File: config.mk
export PLATFORM = sky130hd
export DESIGN_NAME = conditioner_mode_startup_control
export DESIGN_NICKNAME = d
export VERILOG_FILES = /design/src/rtl/cond_ctrl_pkg.sv /design/src/rtl/conditioner_mode_startup_control.sv
export VERILOG_INCLUDE_DIRS = /design/src /design/src/rtl
export SDC_FILE = /design/constraint.sdc
export NUM_CORES = 2
export LEC_CHECK = 0
export BUFFER_PORTS_ARGS = -buffer_cell sky130_fd_sc_hd__buf_4
export CORE_AREA = 2 2 342 344
export CTS_BUF_LIST = sky130_fd_sc_hd__clkbuf_4 sky130_fd_sc_hd__clkbuf_8
export DETAILED_ROUTE_END_ITERATION = 7
export DIE_AREA = 0 0 344 346
export PLACE_DENSITY = 0.5
export SYNTH_ARGS = -nofsm -noshare
export SYNTH_HDL_FRONTEND = slang
export SYNTH_SLANG_ARGS = --single-unit
File: constraint.sdc
create_clock -name aclk -period 21.2 [get_ports aclk]
set_input_delay 1.06 -clock aclk [delete_from_list [all_inputs] [get_ports aclk]]
set_output_delay 1.06 -clock aclk [all_outputs]
set_load 0.05 [all_outputs]
File: src/rtl/cond_ctrl_map.svh
`ifndef COND_CTRL_MAP_SVH
`define COND_CTRL_MAP_SVH

// ****************************************************************
// register byte addresses
// ****************************************************************
`define ADDR_CTRL       12'h000
`define ADDR_STATUS     12'h004
`define ADDR_LIMITS     12'h008
`define ADDR_RAW        12'h00c
`define ADDR_RESULT     12'h010
`define ADDR_COEF       12'h014
`define ADDR_ERRCODE    12'h018

// ****************************************************************
// ctrl fields
// ****************************************************************
`define CTRL_POC_BIT      0
`define CTRL_ROMCHK_BIT   1
`define CTRL_MODE_LSB     2
`define CTRL_TSRC_LSB     4
`define CTRL_RES_LSB      6
`define CTRL_SIGOK_BIT    8
`define CTRL_CMD_BIT      9
`define CTRL_ERR_BIT      10
`define CTRL_RESET        32'h0000_0000

// ****************************************************************
// limits, error code, timing
// ****************************************************************
`define LIM_LO_RESET      15'h0000
`define LIM_HI_RESET      15'h7fff
`define DIAG_ERR_CODE     16'hdead
`define DAC_MIN           15'h0000
`define CLK_HZ            100000000
`define REF_CLK_HZ        3000000
`define ROMCHK_CLOCKS     28180
`define EE_READ_US        200
`define ANALOG_OUTPUT_PIN_ON_US        2000
`define WINDOW_MS         500
`define AD_CONV_CLOCKS    1024
`define START_CONVS       5

`endif

File: src/rtl/cond_ctrl_pkg.sv
package cond_ctrl_pkg;

  typedef enum logic [5:0] {
    st_poc    = 6'h01,
    st_eeprom = 6'h02,
    st_start  = 6'h04,
    st_nom    = 6'h08,
    st_cmd    = 6'h10,
    st_diag   = 6'h20
  } ctrl_state_e;

  typedef enum logic [1:0] {
    onewire_always_mode     = 2'h0,
    onewire_disabled_mode   = 2'h1,
    window_only_mode        = 2'h2,
    analog_with_window_mode = 2'h3
  } out_mode_e;

  typedef enum logic [1:0] {
    tsrc_internal_junction = 2'h0,
    tsrc_bridge_top        = 2'h1,
    tsrc_half_bridge       = 2'h2,
    tsrc_bridge_tc         = 2'h3
  } temp_src_e;

  typedef struct packed {
    logic out;
    logic oe;
  } pin_drive_s;

endpackage

File: src/rtl/conditioner_mode_startup_control.sv
// Function
// - three main states: normal conditioning, command, diagnostic
// - phase one holds reset until power-on clear releases; pin tristated
// - phase two reads eeprom, checks signature, rom check 28180 clocks if enabled
// - phase three runs start routine, about five conversion times
// - phase three drives low in analog/disabled modes, tristate otherwise
// - end of start-up activates output per mode, or diagnostic on error
// - after start-up, measurement cycle repeats without external action
// - sixteen-bit correction on every measured signal using stored coefficients
// - correction applies gain and nonlinearity terms up to third order
// - result is unsigned fifteen-bit fraction in zero to one
// - result clipped to limits, written to serial register and dac
// - correction input at most fourteen bits; 15/16-bit modes use segment
// - always mode keeps analog off, accepts one-wire always
// - disabled mode activates analog about 2 ms, ignores one-wire
// - window-only mode accepts one-wire in 500 ms window, then analog
// - analog-with-window drives analog from 2 ms, accepts one-wire 500 ms
// - dac fed with clipped result through unity-gain buffer
// - serial interface supports two-wire and one-wire protocols
// - one of four temperature sources chosen from configuration
// - start-up durations scale with clock except conversion time (fixed clock count); figures given at 3 MHz
// - diagnostic forces output minimum and loads error code
//
// Local design decisions: the register offsets and the AXI4-Lite register port.
`timescale 1ns/1ps
`default_nettype none
`include "cond_ctrl_map.svh"

module conditioner_mode_startup_control #(
  parameter int unsigned CLK_HZ         = `CLK_HZ,
  parameter int unsigned ROMCHK_CYC     = `ROMCHK_CLOCKS * (CLK_HZ / `REF_CLK_HZ),
  parameter int unsigned EE_CYC         = `EE_READ_US * (CLK_HZ / 1000000),
  parameter int unsigned ANALOG_OUTPUT_PIN_ON_CYC    = `ANALOG_OUTPUT_PIN_ON_US * (CLK_HZ / 1000000),
  parameter int unsigned WINDOW_CYC     = `WINDOW_MS * (CLK_HZ / 1000),
  parameter int unsigned AD_CONV_CYC    = `AD_CONV_CLOCKS,
  parameter int unsigned CNT_W          = 27
) (
  input  wire logic          aclk,
  input  wire logic          aresetn,
  // axi4-lite slave
  input  wire logic [11:0]   s_axi_awaddr,
  input  wire logic          s_axi_awvalid,
  output var  logic          s_axi_awready,
  input  wire logic [31:0]   s_axi_wdata,
  input  wire logic [3:0]    s_axi_wstrb,
  input  wire logic          s_axi_wvalid,
  output var  logic          s_axi_wready,
  output var  logic [1:0]    s_axi_bresp,
  output var  logic          s_axi_bvalid,
  input  wire logic          s_axi_bready,
  input  wire logic [11:0]   s_axi_araddr,
  input  wire logic          s_axi_arvalid,
  output var  logic          s_axi_arready,
  output var  logic [31:0]   s_axi_rdata,
  output var  logic [1:0]    s_axi_rresp,
  output var  logic          s_axi_rvalid,
  input  wire logic          s_axi_rready,
  // link and pins
  input  wire logic          onewire_cmd_valid,
  input  wire logic          i2c_cmd_valid,
  output var  logic          analog_out_enable,
  output var  logic          analog_out_low,
  output var  logic [14:0]   dac_code,
  output var  logic [15:0]   serial_out,
  output var  logic          onewire_accept,
  output var  logic [1:0]    temp_source_sel,
  output var  logic [5:0]    state_out
);

  // ****************************************************************
  // state and registers
  // ****************************************************************
  cond_ctrl_pkg::ctrl_state_e state_r, state_nxt;
  logic [31:0]      ctrl_r;
  logic [14:0]      lim_lo_r;
  logic [14:0]      lim_hi_r;
  logic [15:0]      raw_r;
  logic [15:0]      coef_r;
  logic [CNT_W-1:0] cnt_r;
  logic [CNT_W-1:0] up_r;
  logic [2:0]       conv_r;
  logic             romchk_done_r;
  logic             cmd_r;

  // ****************************************************************
  // decoding
  // ****************************************************************
  wire       poc_released  = ctrl_r[`CTRL_POC_BIT];
  wire       rom_check_enable = ctrl_r[`CTRL_ROMCHK_BIT];
  wire [1:0] mode_bits     = ctrl_r[`CTRL_MODE_LSB +: 2];
  wire [1:0] res_bits      = ctrl_r[`CTRL_RES_LSB +: 2];
  wire       sig_ok        = ctrl_r[`CTRL_SIGOK_BIT];
  wire       err_flag      = ctrl_r[`CTRL_ERR_BIT];
  wire       m_always      = mode_bits == 2'(cond_ctrl_pkg::onewire_always_mode);
  wire       m_disabled    = mode_bits == 2'(cond_ctrl_pkg::onewire_disabled_mode);
  wire       m_window      = mode_bits == 2'(cond_ctrl_pkg::window_only_mode);
  wire       m_anawin      = mode_bits == 2'(cond_ctrl_pkg::analog_with_window_mode);
  wire       in_window     = up_r < CNT_W'(WINDOW_CYC);
  wire       past_2ms      = up_r >= CNT_W'(ANALOG_OUTPUT_PIN_ON_CYC);
  // one-wire acceptance by mode
  wire       ow_open       = m_always |
                             ((m_window | m_anawin) & in_window);
  // serial interface: two-wire always, one-wire gated by mode
  wire       enter_cmd     = i2c_cmd_valid | (onewire_cmd_valid & ow_open);
  wire       ee_time_done  = cnt_r >= CNT_W'(EE_CYC);
  wire       rom_time_done = cnt_r >= CNT_W'(ROMCHK_CYC);
  wire       start_done    = conv_r == 3'(`START_CONVS);
  wire       conv_tick     = cnt_r >= CNT_W'(AD_CONV_CYC - 1);

  // ****************************************************************
  // correction path
  // ****************************************************************
  // fourteen-bit segment of converter range
  wire [13:0] corr_in = (res_bits[1]) ? raw_r[15:2] : raw_r[13:0];
  // sixteen-bit gain with square and cube terms
  wire signed [15:0] x_s   = $signed({2'h0, corr_in});
  wire signed [31:0] lin   = x_s * $signed(coef_r);
  wire signed [31:0] sq    = (x_s * x_s) >>> 14;
  wire signed [31:0] cube  = ($signed(sq[15:0]) * x_s) >>> 14;
  wire signed [31:0] sum   = (lin >>> 14) + (sq >>> 3) - (cube >>> 4);
  // unsigned fraction in [0;1)
  wire [14:0] frac = sum[31] ? 15'h0000 : (|sum[30:15] ? 15'h7fff : sum[14:0]);
  wire [14:0] clipped = (frac < lim_lo_r) ? lim_lo_r :
                        ((frac > lim_hi_r) ? lim_hi_r : frac);

  // ****************************************************************
  // state machine
  // ****************************************************************
  always_comb begin
    state_nxt = state_r;
    case (state_r)
      cond_ctrl_pkg::st_poc: begin
        if (poc_released) begin
          state_nxt = cond_ctrl_pkg::st_eeprom;
        end
      end
      cond_ctrl_pkg::st_eeprom: begin
        if (ee_time_done && (!rom_check_enable || romchk_done_r)) begin
          state_nxt = sig_ok ? cond_ctrl_pkg::st_start : cond_ctrl_pkg::st_diag;
        end
      end
      cond_ctrl_pkg::st_start: begin
        if (start_done) begin
          state_nxt = err_flag ? cond_ctrl_pkg::st_diag : cond_ctrl_pkg::st_nom;
        end
      end
      cond_ctrl_pkg::st_nom: begin
        if (err_flag) begin
          state_nxt = cond_ctrl_pkg::st_diag;
        end else if (enter_cmd) begin
          state_nxt = cond_ctrl_pkg::st_cmd;
        end
      end
      cond_ctrl_pkg::st_cmd: begin
        state_nxt = cond_ctrl_pkg::st_cmd;
      end
      cond_ctrl_pkg::st_diag: begin
        state_nxt = cond_ctrl_pkg::st_diag;
      end
      default: state_nxt = cond_ctrl_pkg::st_poc;
    endcase
  end

  wire leaving = state_nxt != state_r;

  always_ff @(posedge aclk) begin
    if (!aresetn) begin
      state_r <= cond_ctrl_pkg::st_poc;
    end else if (!poc_released) begin
      state_r <= cond_ctrl_pkg::st_poc;
    end else begin
      state_r <= state_nxt;
    end
  end

  // ****************************************************************
  // timers
  // ****************************************************************
  // phase counter, scaled by clock rate
  always_ff @(posedge aclk) begin
    if (!aresetn || leaving) begin
      cnt_r <= '0;
    end else if (state_r == cond_ctrl_pkg::st_start && conv_tick) begin
      cnt_r <= '0;
    end else if (!(&cnt_r)) begin
      cnt_r <= cnt_r + 1'b1;
    end
  end

  always_ff @(posedge aclk) begin
    if (!aresetn || !poc_released) begin
      up_r <= '0;
    end else if (!(&up_r)) begin
      up_r <= up_r + 1'b1;
    end
  end

  always_ff @(posedge aclk) begin
    if (!aresetn || state_r != cond_ctrl_pkg::st_start) begin
      conv_r <= '0;
    end else if (conv_tick && !start_done) begin
      conv_r <= conv_r + 1'b1;
    end
  end

  always_ff @(posedge aclk) begin
    if (!aresetn || state_r == cond_ctrl_pkg::st_poc) begin
      romchk_done_r <= 1'b0;
    end else if (state_r == cond_ctrl_pkg::st_eeprom && rom_time_done) begin
      romchk_done_r <= 1'b1;
    end
  end

  // ****************************************************************
  // result path and pins
  // ****************************************************************
  wire run_nom   = state_r == cond_ctrl_pkg::st_nom;
  wire is_diag   = state_r == cond_ctrl_pkg::st_diag;
  wire ana_ok    = run_nom & !m_always & (m_disabled | m_anawin ? past_2ms : !in_window);
  wire drive_low = state_r == cond_ctrl_pkg::st_eeprom | is_diag |
                   (state_r == cond_ctrl_pkg::st_start & (m_anawin | m_disabled));
  cond_ctrl_pkg::pin_drive_s pin_nxt;
  assign pin_nxt.oe  = ana_ok | drive_low;
  assign pin_nxt.out = ana_ok & !drive_low;

  always_ff @(posedge aclk) begin
    if (!aresetn) begin
      dac_code          <= `DAC_MIN;
      serial_out        <= '0;
      analog_out_enable <= 1'b0;
      analog_out_low    <= 1'b0;
      onewire_accept    <= 1'b0;
      temp_source_sel   <= '0;
      state_out         <= cond_ctrl_pkg::st_poc;
      cmd_r             <= 1'b0;
    end else begin
      analog_out_enable <= pin_nxt.oe;
      analog_out_low    <= pin_nxt.oe & !pin_nxt.out;
      onewire_accept    <= ow_open & (run_nom | state_r == cond_ctrl_pkg::st_start);
      temp_source_sel   <= ctrl_r[`CTRL_TSRC_LSB +: 2];
      state_out         <= state_r;
      cmd_r             <= state_r == cond_ctrl_pkg::st_cmd;
      if (is_diag) begin
        dac_code   <= `DAC_MIN;
        serial_out <= `DIAG_ERR_CODE;
      end else if (run_nom) begin
        dac_code   <= clipped;
        serial_out <= {1'b0, clipped};
      end
    end
  end

  // ****************************************************************
  // axi4-lite slave
  // ****************************************************************
  logic        aw_got_r, w_got_r;
  logic [11:0] awaddr_r;
  logic [31:0] wdata_r;
  logic [3:0]  wstrb_r;
  wire         do_write = aw_got_r & w_got_r & !s_axi_bvalid;
  wire         wr_ctrl  = do_write & (awaddr_r == `ADDR_CTRL);
  wire         wr_lim   = do_write & (awaddr_r == `ADDR_LIMITS);
  wire         wr_raw   = do_write & (awaddr_r == `ADDR_RAW);
  wire         wr_coef  = do_write & (awaddr_r == `ADDR_COEF);
  wire         wr_hit   = wr_ctrl | wr_lim | wr_raw | wr_coef;
  wire [31:0]  status_w = {25'h0, cmd_r, state_r};

  function automatic logic [31:0] merge(input logic [31:0] old, input logic [31:0] nw,
                                        input logic [3:0] st);
    for (int i = 0; i < 4; i++) begin
      old[i*8 +: 8] = st[i] ? nw[i*8 +: 8] : old[i*8 +: 8];
    end
    return old;
  endfunction

  wire [31:0]  lo_m     = merge({17'h0, lim_lo_r}, {17'h0, wdata_r[14:0]}, wstrb_r & 4'h3);
  wire [31:0]  hi_m     = merge({17'h0, lim_hi_r}, {17'h0, wdata_r[30:16]}, {2'h0, wstrb_r[3:2]});
  wire [31:0]  raw_m    = merge({16'h0, raw_r}, wdata_r, wstrb_r);
  wire [31:0]  coef_m   = merge({16'h0, coef_r}, wdata_r, wstrb_r);

  always_ff @(posedge aclk) begin
    if (!aresetn) begin
      aw_got_r      <= 1'b0;
      w_got_r       <= 1'b0;
      awaddr_r      <= '0;
      wdata_r       <= '0;
      wstrb_r       <= '0;
      s_axi_awready <= 1'b1;
      s_axi_wready  <= 1'b1;
      s_axi_bvalid  <= 1'b0;
      s_axi_bresp   <= 2'h0;
    end else begin
      if (s_axi_awvalid && s_axi_awready) begin
        aw_got_r      <= 1'b1;
        awaddr_r      <= s_axi_awaddr;
        s_axi_awready <= 1'b0;
      end
      if (s_axi_wvalid && s_axi_wready) begin
        w_got_r      <= 1'b1;
        wdata_r      <= s_axi_wdata;
        wstrb_r      <= s_axi_wstrb;
        s_axi_wready <= 1'b0;
      end
      if (do_write) begin
        s_axi_bvalid <= 1'b1;
        s_axi_bresp  <= wr_hit ? 2'h0 : 2'h2;
        aw_got_r     <= 1'b0;
        w_got_r      <= 1'b0;
      end
      if (s_axi_bvalid && s_axi_bready) begin
        s_axi_bvalid  <= 1'b0;
        s_axi_awready <= 1'b1;
        s_axi_wready  <= 1'b1;
      end
    end
  end

  always_ff @(posedge aclk) begin
    if (!aresetn) begin
      ctrl_r   <= `CTRL_RESET;
      lim_lo_r <= `LIM_LO_RESET;
      lim_hi_r <= `LIM_HI_RESET;
      raw_r    <= '0;
      coef_r   <= '0;
    end else begin
      if (wr_ctrl) begin
        ctrl_r <= merge(ctrl_r, wdata_r, wstrb_r);
      end
      if (wr_lim) begin
        lim_lo_r <= lo_m[14:0];
        lim_hi_r <= hi_m[14:0];
      end
      if (wr_raw) begin
        raw_r <= raw_m[15:0];
      end
      if (wr_coef) begin
        coef_r <= coef_m[15:0];
      end
    end
  end

  wire        rd_take = s_axi_arvalid & s_axi_arready;
  wire        rd_hit  = (s_axi_araddr == `ADDR_CTRL) | (s_axi_araddr == `ADDR_STATUS) |
                        (s_axi_araddr == `ADDR_LIMITS) | (s_axi_araddr == `ADDR_RAW) |
                        (s_axi_araddr == `ADDR_RESULT) | (s_axi_araddr == `ADDR_COEF) |
                        (s_axi_araddr == `ADDR_ERRCODE);
  wire [31:0] rd_mux  =
    (s_axi_araddr == `ADDR_CTRL)    ? ctrl_r :
    (s_axi_araddr == `ADDR_STATUS)  ? status_w :
    (s_axi_araddr == `ADDR_LIMITS)  ? {1'b0, lim_hi_r, 1'b0, lim_lo_r} :
    (s_axi_araddr == `ADDR_RAW)     ? {16'h0, raw_r} :
    (s_axi_araddr == `ADDR_RESULT)  ? {16'h0, serial_out} :
    (s_axi_araddr == `ADDR_COEF)    ? {16'h0, coef_r} :
    (s_axi_araddr == `ADDR_ERRCODE) ? {16'h0, `DIAG_ERR_CODE} : 32'h0;

  always_ff @(posedge aclk) begin
    if (!aresetn) begin
      s_axi_arready <= 1'b1;
      s_axi_rvalid  <= 1'b0;
      s_axi_rdata   <= '0;
      s_axi_rresp   <= 2'h0;
    end else if (rd_take) begin
      s_axi_arready <= 1'b0;
      s_axi_rvalid  <= 1'b1;
      s_axi_rdata   <= rd_mux;
      s_axi_rresp   <= rd_hit ? 2'h0 : 2'h2;
    end else if (s_axi_rvalid && s_axi_rready) begin
      s_axi_rvalid  <= 1'b0;
      s_axi_arready <= 1'b1;
    end
  end

endmodule
`default_nettype wire

**Yosys cells after proc, flatten, opt, wreduce, memory -nomap -nowiden**

Index checks and enable logic that the tools add are counted.

- Add/sub/neg operators: 5
- Multipliers: 3
- Div/mod/pow operators: 0
- $lt $le $gt $ge: 7
- Eq/ne operators: 21
- Shifts and indexed selects: 0
- Multiplexer cells: 29
- Bitwise logic cells: 33
- Reductions and logical operators: 47

Operators by type and width:

| kind | number |
|---|---|
| $mux 16 | 6 |
| $mux 31 | 2 |
| $mux 15 | 4 |
| $mul 14x14->28 | 2 |
| $add 27x1->27 const B | 2 |
| $reduce_and 27->1 | 2 |
| $eq 12x4->1 const B | 4 |
| $eq 12x5->1 const B | 4 |
| $mux 6 | 7 |
| $pmux 6 s6 | 1 |
| $mux 32 | 1 |
| $mul 15x16->31 | 1 |
| $ge 27x10->1 const B | 1 |
| $ge 27x15->1 const B | 1 |
| $ge 27x18->1 const B | 1 |
| $ge 27x20->1 const B | 1 |
| $lt 27x26->1 const B | 1 |
| $reduce_and 2->1 | 13 |
| $logic_not 12->1 | 2 |
| $sub 18x11->19 | 1 |
| $add 17x12->18 | 1 |
| $or 1x1->1 | 17 |
| $reduce_or 16->1 | 1 |
| $and 1x1->1 | 15 |
| 25 further kinds | 54 |

- Bits in registers: 292
- Bits in latches: 0
- Bits in writable memories: 0
- ROM bits: 0
- Input port bits: 69
- Output and inout bits: 83
- Memories: 0

**Longest topological paths before layout**

- Word-level depth: 12
- Gate-level depth with buffers: 77

**Worst setup path before layout**

No wires, ideal clock.

- Kind: reg-to-reg
- Start point: register ctrl_r[7]
- End point: register serial_out[10]
- Data arrival time: 17057 ps
- Required time: 21072 ps
- Setup slack: 4015 ps
- Stages on the path, launching flop included: 70
- Period minus slack after synthesis: 17185 ps
- Path through: dfxtp_1 -> clkbuf_1 -> clkbuf_1 -> buf_1 -> mux2_2 -> buf_1 -> nand2_1 -> fa_1 -> fa_1 -> inv_1 -> fa_1 -> fa_1 -> fa_1 -> inv_1 -> fa_1 -> inv_1 -> ha_1 -> a211oi_1 -> (+34 left out) -> o21ai_1 -> a21oi_1 -> o2bb2ai_1 -> o221a_1 -> buf_6 -> clkbuf_1 -> nor2_1 -> ha_1 -> a21o_1 -> a21oi_1 -> maj3_2 -> a211oi_2 -> a2111oi_2 -> o31ai_4 -> nand2_4 -> buf_12 -> mux2i_1 -> o21ai_1

- Cells in the longest elaborated chain, start to end: 12
- Elaborated cells on any way between the ends: 15

RTL lines:

| element | line | source |
|---|---|---|
| start, declared | conditioner_mode_startup_control.sv:74 | `logic [31:0] ctrl_r;` |
| start signal, assigned | conditioner_mode_startup_control.sv:320 | `` ctrl_r <= `CTRL_RESET; `` |
| start signal, assigned | conditioner_mode_startup_control.sv:327 | `ctrl_r <= merge(ctrl_r, wdata_r, wstrb_r);` |
| $mux 14 (*) | conditioner_mode_startup_control.sv:114 | `wire [13:0] corr_in = (res_bits[1]) ? raw_r[15:2] : raw_r[13:0];` |
| $mul 14x14->28 or $mul 15x16->31 (tied branches) | conditioner_mode_startup_control.sv:118, conditioner_mode_startup_control.sv:117 |  |
| $mul 14x14->28 or $add 17x12->18 (tied branches) | conditioner_mode_startup_control.sv:119, conditioner_mode_startup_control.sv:120 |  |
| $sub 18x11->19 (*) | conditioner_mode_startup_control.sv:120 | `wire signed [31:0] sum = (lin >>> 14) + (sq >>> 3) - (cube >>> 4);` |
| $reduce_or 16->1 | conditioner_mode_startup_control.sv:122 | `wire [14:0] frac = sum[31] ? 15'h0000 : (\|sum[30:15] ? 15'h7fff : sum[14:0]);` |
| $mux 15 | conditioner_mode_startup_control.sv:122 |  |
| $mux 15 (*) | conditioner_mode_startup_control.sv:122 |  |
| $gt 15x15->1 | conditioner_mode_startup_control.sv:124 | `((frac > lim_hi_r) ? lim_hi_r : frac);` |
| $mux 15 | conditioner_mode_startup_control.sv:124 |  |
| $mux 15 (*) | conditioner_mode_startup_control.sv:123 | `wire [14:0] clipped = (frac < lim_lo_r) ? lim_lo_r :` |
| $mux 16 (*) | conditioner_mode_startup_control.sv:246 | `end else if (run_nom) begin` |
| $mux 16 (*) | conditioner_mode_startup_control.sv:243 | `if (is_diag) begin` |
| end signal, assigned | conditioner_mode_startup_control.sv:245 | `` serial_out <= `DIAG_ERR_CODE; `` |
| end signal, assigned | conditioner_mode_startup_control.sv:248 | `serial_out <= {1'b0, clipped};` |
| end, declared | conditioner_mode_startup_control.sv:64 | `output var logic [15:0] serial_out,` |

Every way passes the cells marked *; elsewhere a longest branch is shown, timed or not. The select of a mux whose other input is x is not followed.
A chain may end at the register's enable or synchronous reset.

**Worst setup path after layout**

- Start point: register ctrl_r[7]
- End point: register serial_out[3]

Same word-level chain as after synthesis.

==> results.md <==
- The via count of the first global-routing pass was 27500.
- For this run, the top clock speed supported by timing is 51.3 MHz.
- The quantity of gates resized following cts is 0.
- The starting density of the core is 28.7%.
- The die is 344 µm wide.
- The internal power of the cells totals 0.830 mW.
- The worst register-to-register path begins at ctrl_r[7].
- After clock tree synthesis, the clock-pin slew on the worst setup and hold paths is 60 ps.
- Summing the areas of all compound-gate instances in the mapped netlist gives 9.36% of the synthesized area.
- Summing all flip-flop and latch instances after layout gives 5710 µm².
- For this run, the slowest stage of the critical path takes 800 ps.
- The layout overhead on the synthesized area is 10.9%.
- The adder-cell share of the synthesized area is 40.3%.
- The number of buffers added on ports is 149.
- The warning count from the yosys run is 0.
- STA classifies the critical path startpoint as a register.
- The count of hold buffers inserted by post-cts repair is 0.
- The floorplan step set the die height to 346 µm.
- The critical path arrival is 19930 ps.
- The first-iteration detailed-routing DRC count is 1575.
- The most used flip-flop cell after synthesis is dfxtp_1.
- Summed over all layers, the routed wires come to 97300 µm.
- The transition at the pin with the smallest max-transition slack is 1130 ps.
- The clock passes through at most 3 buffers.
- In this run the critical register-to-register path is captured at serial_out[3].
- The share of cells above drive strength 1 is 8.53%.
- The routability congestion estimate from global placement is 0.872.
- The most numerous cell type found on the critical path is inv_1.
- The synthesized netlist devotes 17.1% of its cell area to simple gates.
- Sorting the synthesized cells by area gives the leading types as fa_1 (29%), dfxtp_1 (17%), ha_1 (11%).
- The flow ran to the end, and the final reports show no timing, DRC or antenna violations.
- The proportion of total power due to net switching is 26.3%.
- The largest net degree at the start of global routing is 85.
- Counting every instance in the synthesized netlist gives 3856.
- After layout, the design draws a total of 1.13 mW.
- TritonCTS built the clock tree.
- The count of final hold-check violations was 0.
- The parity-gate share of the synthesized area counting xor and xnor cells is 3.22%.
- The clock root buffer is clkbuf_8.
- For this run the aggregate overflow at the end of global routing stands at 0.
- The combinational share of power is 7.2%.
- The count of fill cells added during filler insertion is 12400.
- The number of antenna violations at the first check in global routing is 2.
- Of the post-synthesis cell area, the dominant cell type holds 29.1%.
- Setup repair after global routing left no endpoint under its margin.
- The total core area is 115000 µm².
- In this run the cell area of the synthesized design comes to 33100 µm².
- The internal reg-to-reg setup slack is 1700 ps.
- The number of setup buffers added after CTS is 0.
- The number of max-slew violations in the final report is 0.
- The number of H-tree levels is 2.
- Counting flops with an async set or reset pin after synthesis yields a share of 0%.
- Summing the sequential cell areas from Yosys gives 17.2% of the chip area.
- The final net count is 4778.
- Along the worst path, the maximum fanout reaches 24.
- For this design the top-level I/O count stands at 152.
- Measured against its own limit, the worst slew margin works out to 23.7%.
- The finished cells cover 36800 µm².
- The count of state elements after synthesis is 285.
- TritonCTS created 45 clock buffers.
- The total placed cells including tap cells is 5408.
- Dividing the synthesized area by the synthesized cell count gives 8.60 µm².
- The number of cells traversed by the worst register-to-register path is 66.
- The post-detailed-route DRC marker count is 0.
- The routed layout has 25900 vias.
- The required time reported for the critical path endpoint is 21630 ps.
- Setup slack on the critical path of the routed design comes to 1700 ps.
- The final sum of negative setup slack is 0 ps.
- The half-perimeter wire length after placement is 74900 µm.
- The most critical setup path has its startpoint at ctrl_r[7].
- The standard-cell row count is 125.
- STA classifies the critical path endpoint as a register.
- fa_1 takes more of the synthesized area than any other cell.
- The termination of the worst setup path is serial_out[3].
- The worst-case IR drop observed on VDD is 40.2 µV.
- The switching power of the nets is 0.296 mW.
- For this design, the slowest cell found on the critical path is xnor2_1.
- Sequential cells account for 49.6% of the total power.
- The final critical path takes up 92.0% of the cycle.
- The number of detailed-routing iterations run before antenna repair is 7.
- The clock skew after layout is 32.4 ps.
- Cells fill 31.9% of the core in the end.
- The analysis attributes to cell leakage a power of 17.9 nW.
- The count of antenna-violating nets left after detailed routing is 0.
- The routed length per instance is 17.7 µm.
- The power density relative to cell area is 30.6 nW/µm².
- Across every metal layer, demand over resource in global routing totals 16.6%.
- Counting I/O delays and the setup requirement, the final critical path takes 19500 ps.
- The largest family of logic cells by synthesized area is adder cells.
- The cell area after placement is 35900 µm².
- The number of max-cap violations is 0.
- The tree built by TritonCTS fans out to 285 sinks.
- Setup violations remaining at the end of the flow were counted as 0.
- The pre-CTS setup slack is 1360 ps.
- The floorplan step defined a die boundary enclosing 119000 µm².
- The number of distinct library cells after synthesis is 96.
- The number of synthesized flops with an enable pin is 0.
- The worst slack on hold paths is 454 ps.
- The path class of the tightest hold or removal check is register to register.
- The setup path with the least slack is of type register to register.
- The global-route wire length before repair is 157000 µm.
- After the flow finishes, the layout carries non-filler instances totaling 5487.
- Clock latency on the worst-skew pair, taken at its later pin, is 600 ps.
- The multi-input gate area in the final layout is 24300 µm².
- The fraction of power consumed by the clock network is 43.2%.
- The number of vias per cell is 4.73.
- The portion of netlist area occupied by mux cells is 3.10%.
-- cells in the mapped netlist (all sizes together) (4+ instances only) --
cell type / count
inv: 653
nand2: 512
fa: 482
nor2: 339
ha: 296
dfxtp: 285
a21oi: 187
and2: 141
clkbuf: 137
nand3: 96
mux2i: 88
o21ai: 84
xnor2: 67
nor3: 60
xor2: 55
a221oi: 33
a21o: 31
buf: 30
nand4: 21
o211ai: 19
o21a: 18
a22oi: 16
nand2b: 16
nor4: 16
and3: 13
mux2: 13
o221ai: 11
a31oi: 10
nor2b: 10
a211oi: 9
or2: 9
a2111oi: 8
o21bai: 8
or3: 7
clkinv: 6
a311oi: 5
nor3b: 5
nand3b: 4
o31ai: 4
or4: 4
-- sequential cells by signal, summed over array words and instances (netlist names), 2 cells and up --
| signal | count |
|---|---|
| conv_r | 3 |
| state_r | 6 |
| s_axi_rdata | 32 |
| awaddr_r | 12 |
| cnt_r | 27 |
| raw_r | 16 |
| up_r | 27 |
| dac_code | 15 |
| serial_out | 11 |
| wdata_r | 32 |
| lim_hi_r | 15 |
| coef_r | 16 |
| wstrb_r | 4 |
| temp_source_sel | 2 |
| lim_lo_r | 15 |
| ctrl_r | 32 |
| state_out | 6 |
-- layout by cell type (no fill, tap or decap), drive strengths merged, types with 84 or more instances in the layout --
master  instances
inv           654
mux2i          88
nand3          96
a21oi         187
nor2          339
dfxtp         285
buf           196
ha            296
and2          141
nand2         512
fa            482
o21ai          84
-- worst max-delay path, delay by kind of cell (launching register included) --
family                   cells  cell delay (ps)
adder cells (fa/ha/maj)     17             7110
AO/OA/AOI/OAI               24             5540
AND/OR/NAND/NOR             10             2620
buffers and inverters       12             1630
XOR/XNOR                     2             1000
flip-flops                   1              770
multiplexers                 1              610
-- how the worst min path moves through the flow --
stage / startpoint / end / slack [ps] / depth (start not counted)
floorplan: ctrl_r[0] / state_r[0] / 420 / 1
global placement: ctrl_r[27] / ctrl_r[27] / 440 / 2
detailed placement: ctrl_r[29] / ctrl_r[29] / 450 / 2
CTS: ctrl_r[13] / ctrl_r[13] / 460 / 2
global route: ctrl_r[26] / ctrl_r[26] / 470 / 2
finish: ctrl_r[13] / ctrl_r[13] / 450 / 2
-- power groups by stage --
stage | sequential [mW] | clock, mW | combinational, mW
2_1_floorplan | 0.582 | 0 | 0.0351
3_3_place_gp | 0.571 | 0 | 0.0813
3_5_place_dp | 0.571 | 0 | 0.0816
4_1_cts | 0.559 | 0.501 | 0.0818
5_1_grt | 0.561 | 0.520 | 0.0880
6_report | 0.559 | 0.486 | 0.0808
-- routing by layer --
metal / vias to the layer above / routed length, µm / global-route usage, %
li1: 12400 / - / -
met1: 12800 / 44700 / 22.8
met2: 600 / 45500 / 27.7
met3: 122 / 4630 / 2.01
met4: 2 / 2410 / 4.12
met5: - / 13 / 0
-- cell families after synthesis --
| family | after synthesis |
|---|---|
| simple gates | 1266 |
| buf+inv | 828 |
| fa+ha+maj | 779 |
| compound gates | 474 |
| flops | 285 |
| xor+xnor | 122 |
| mux | 101 |
| other cells | 1 |
-- area by class of cell --
cell class                 instances  share of cell area (%)
tap                             1524                    5.19
sequential                       285                    15.5
multi-input combinational       2744                    66.1
clock buffer                      67                    2.30
clock inverter                    11                   0.187
antenna                            1                 0.00681
timing repair buffer             196                    4.00
inverter                         659                    6.73
(Power assumes the default switching activity.)
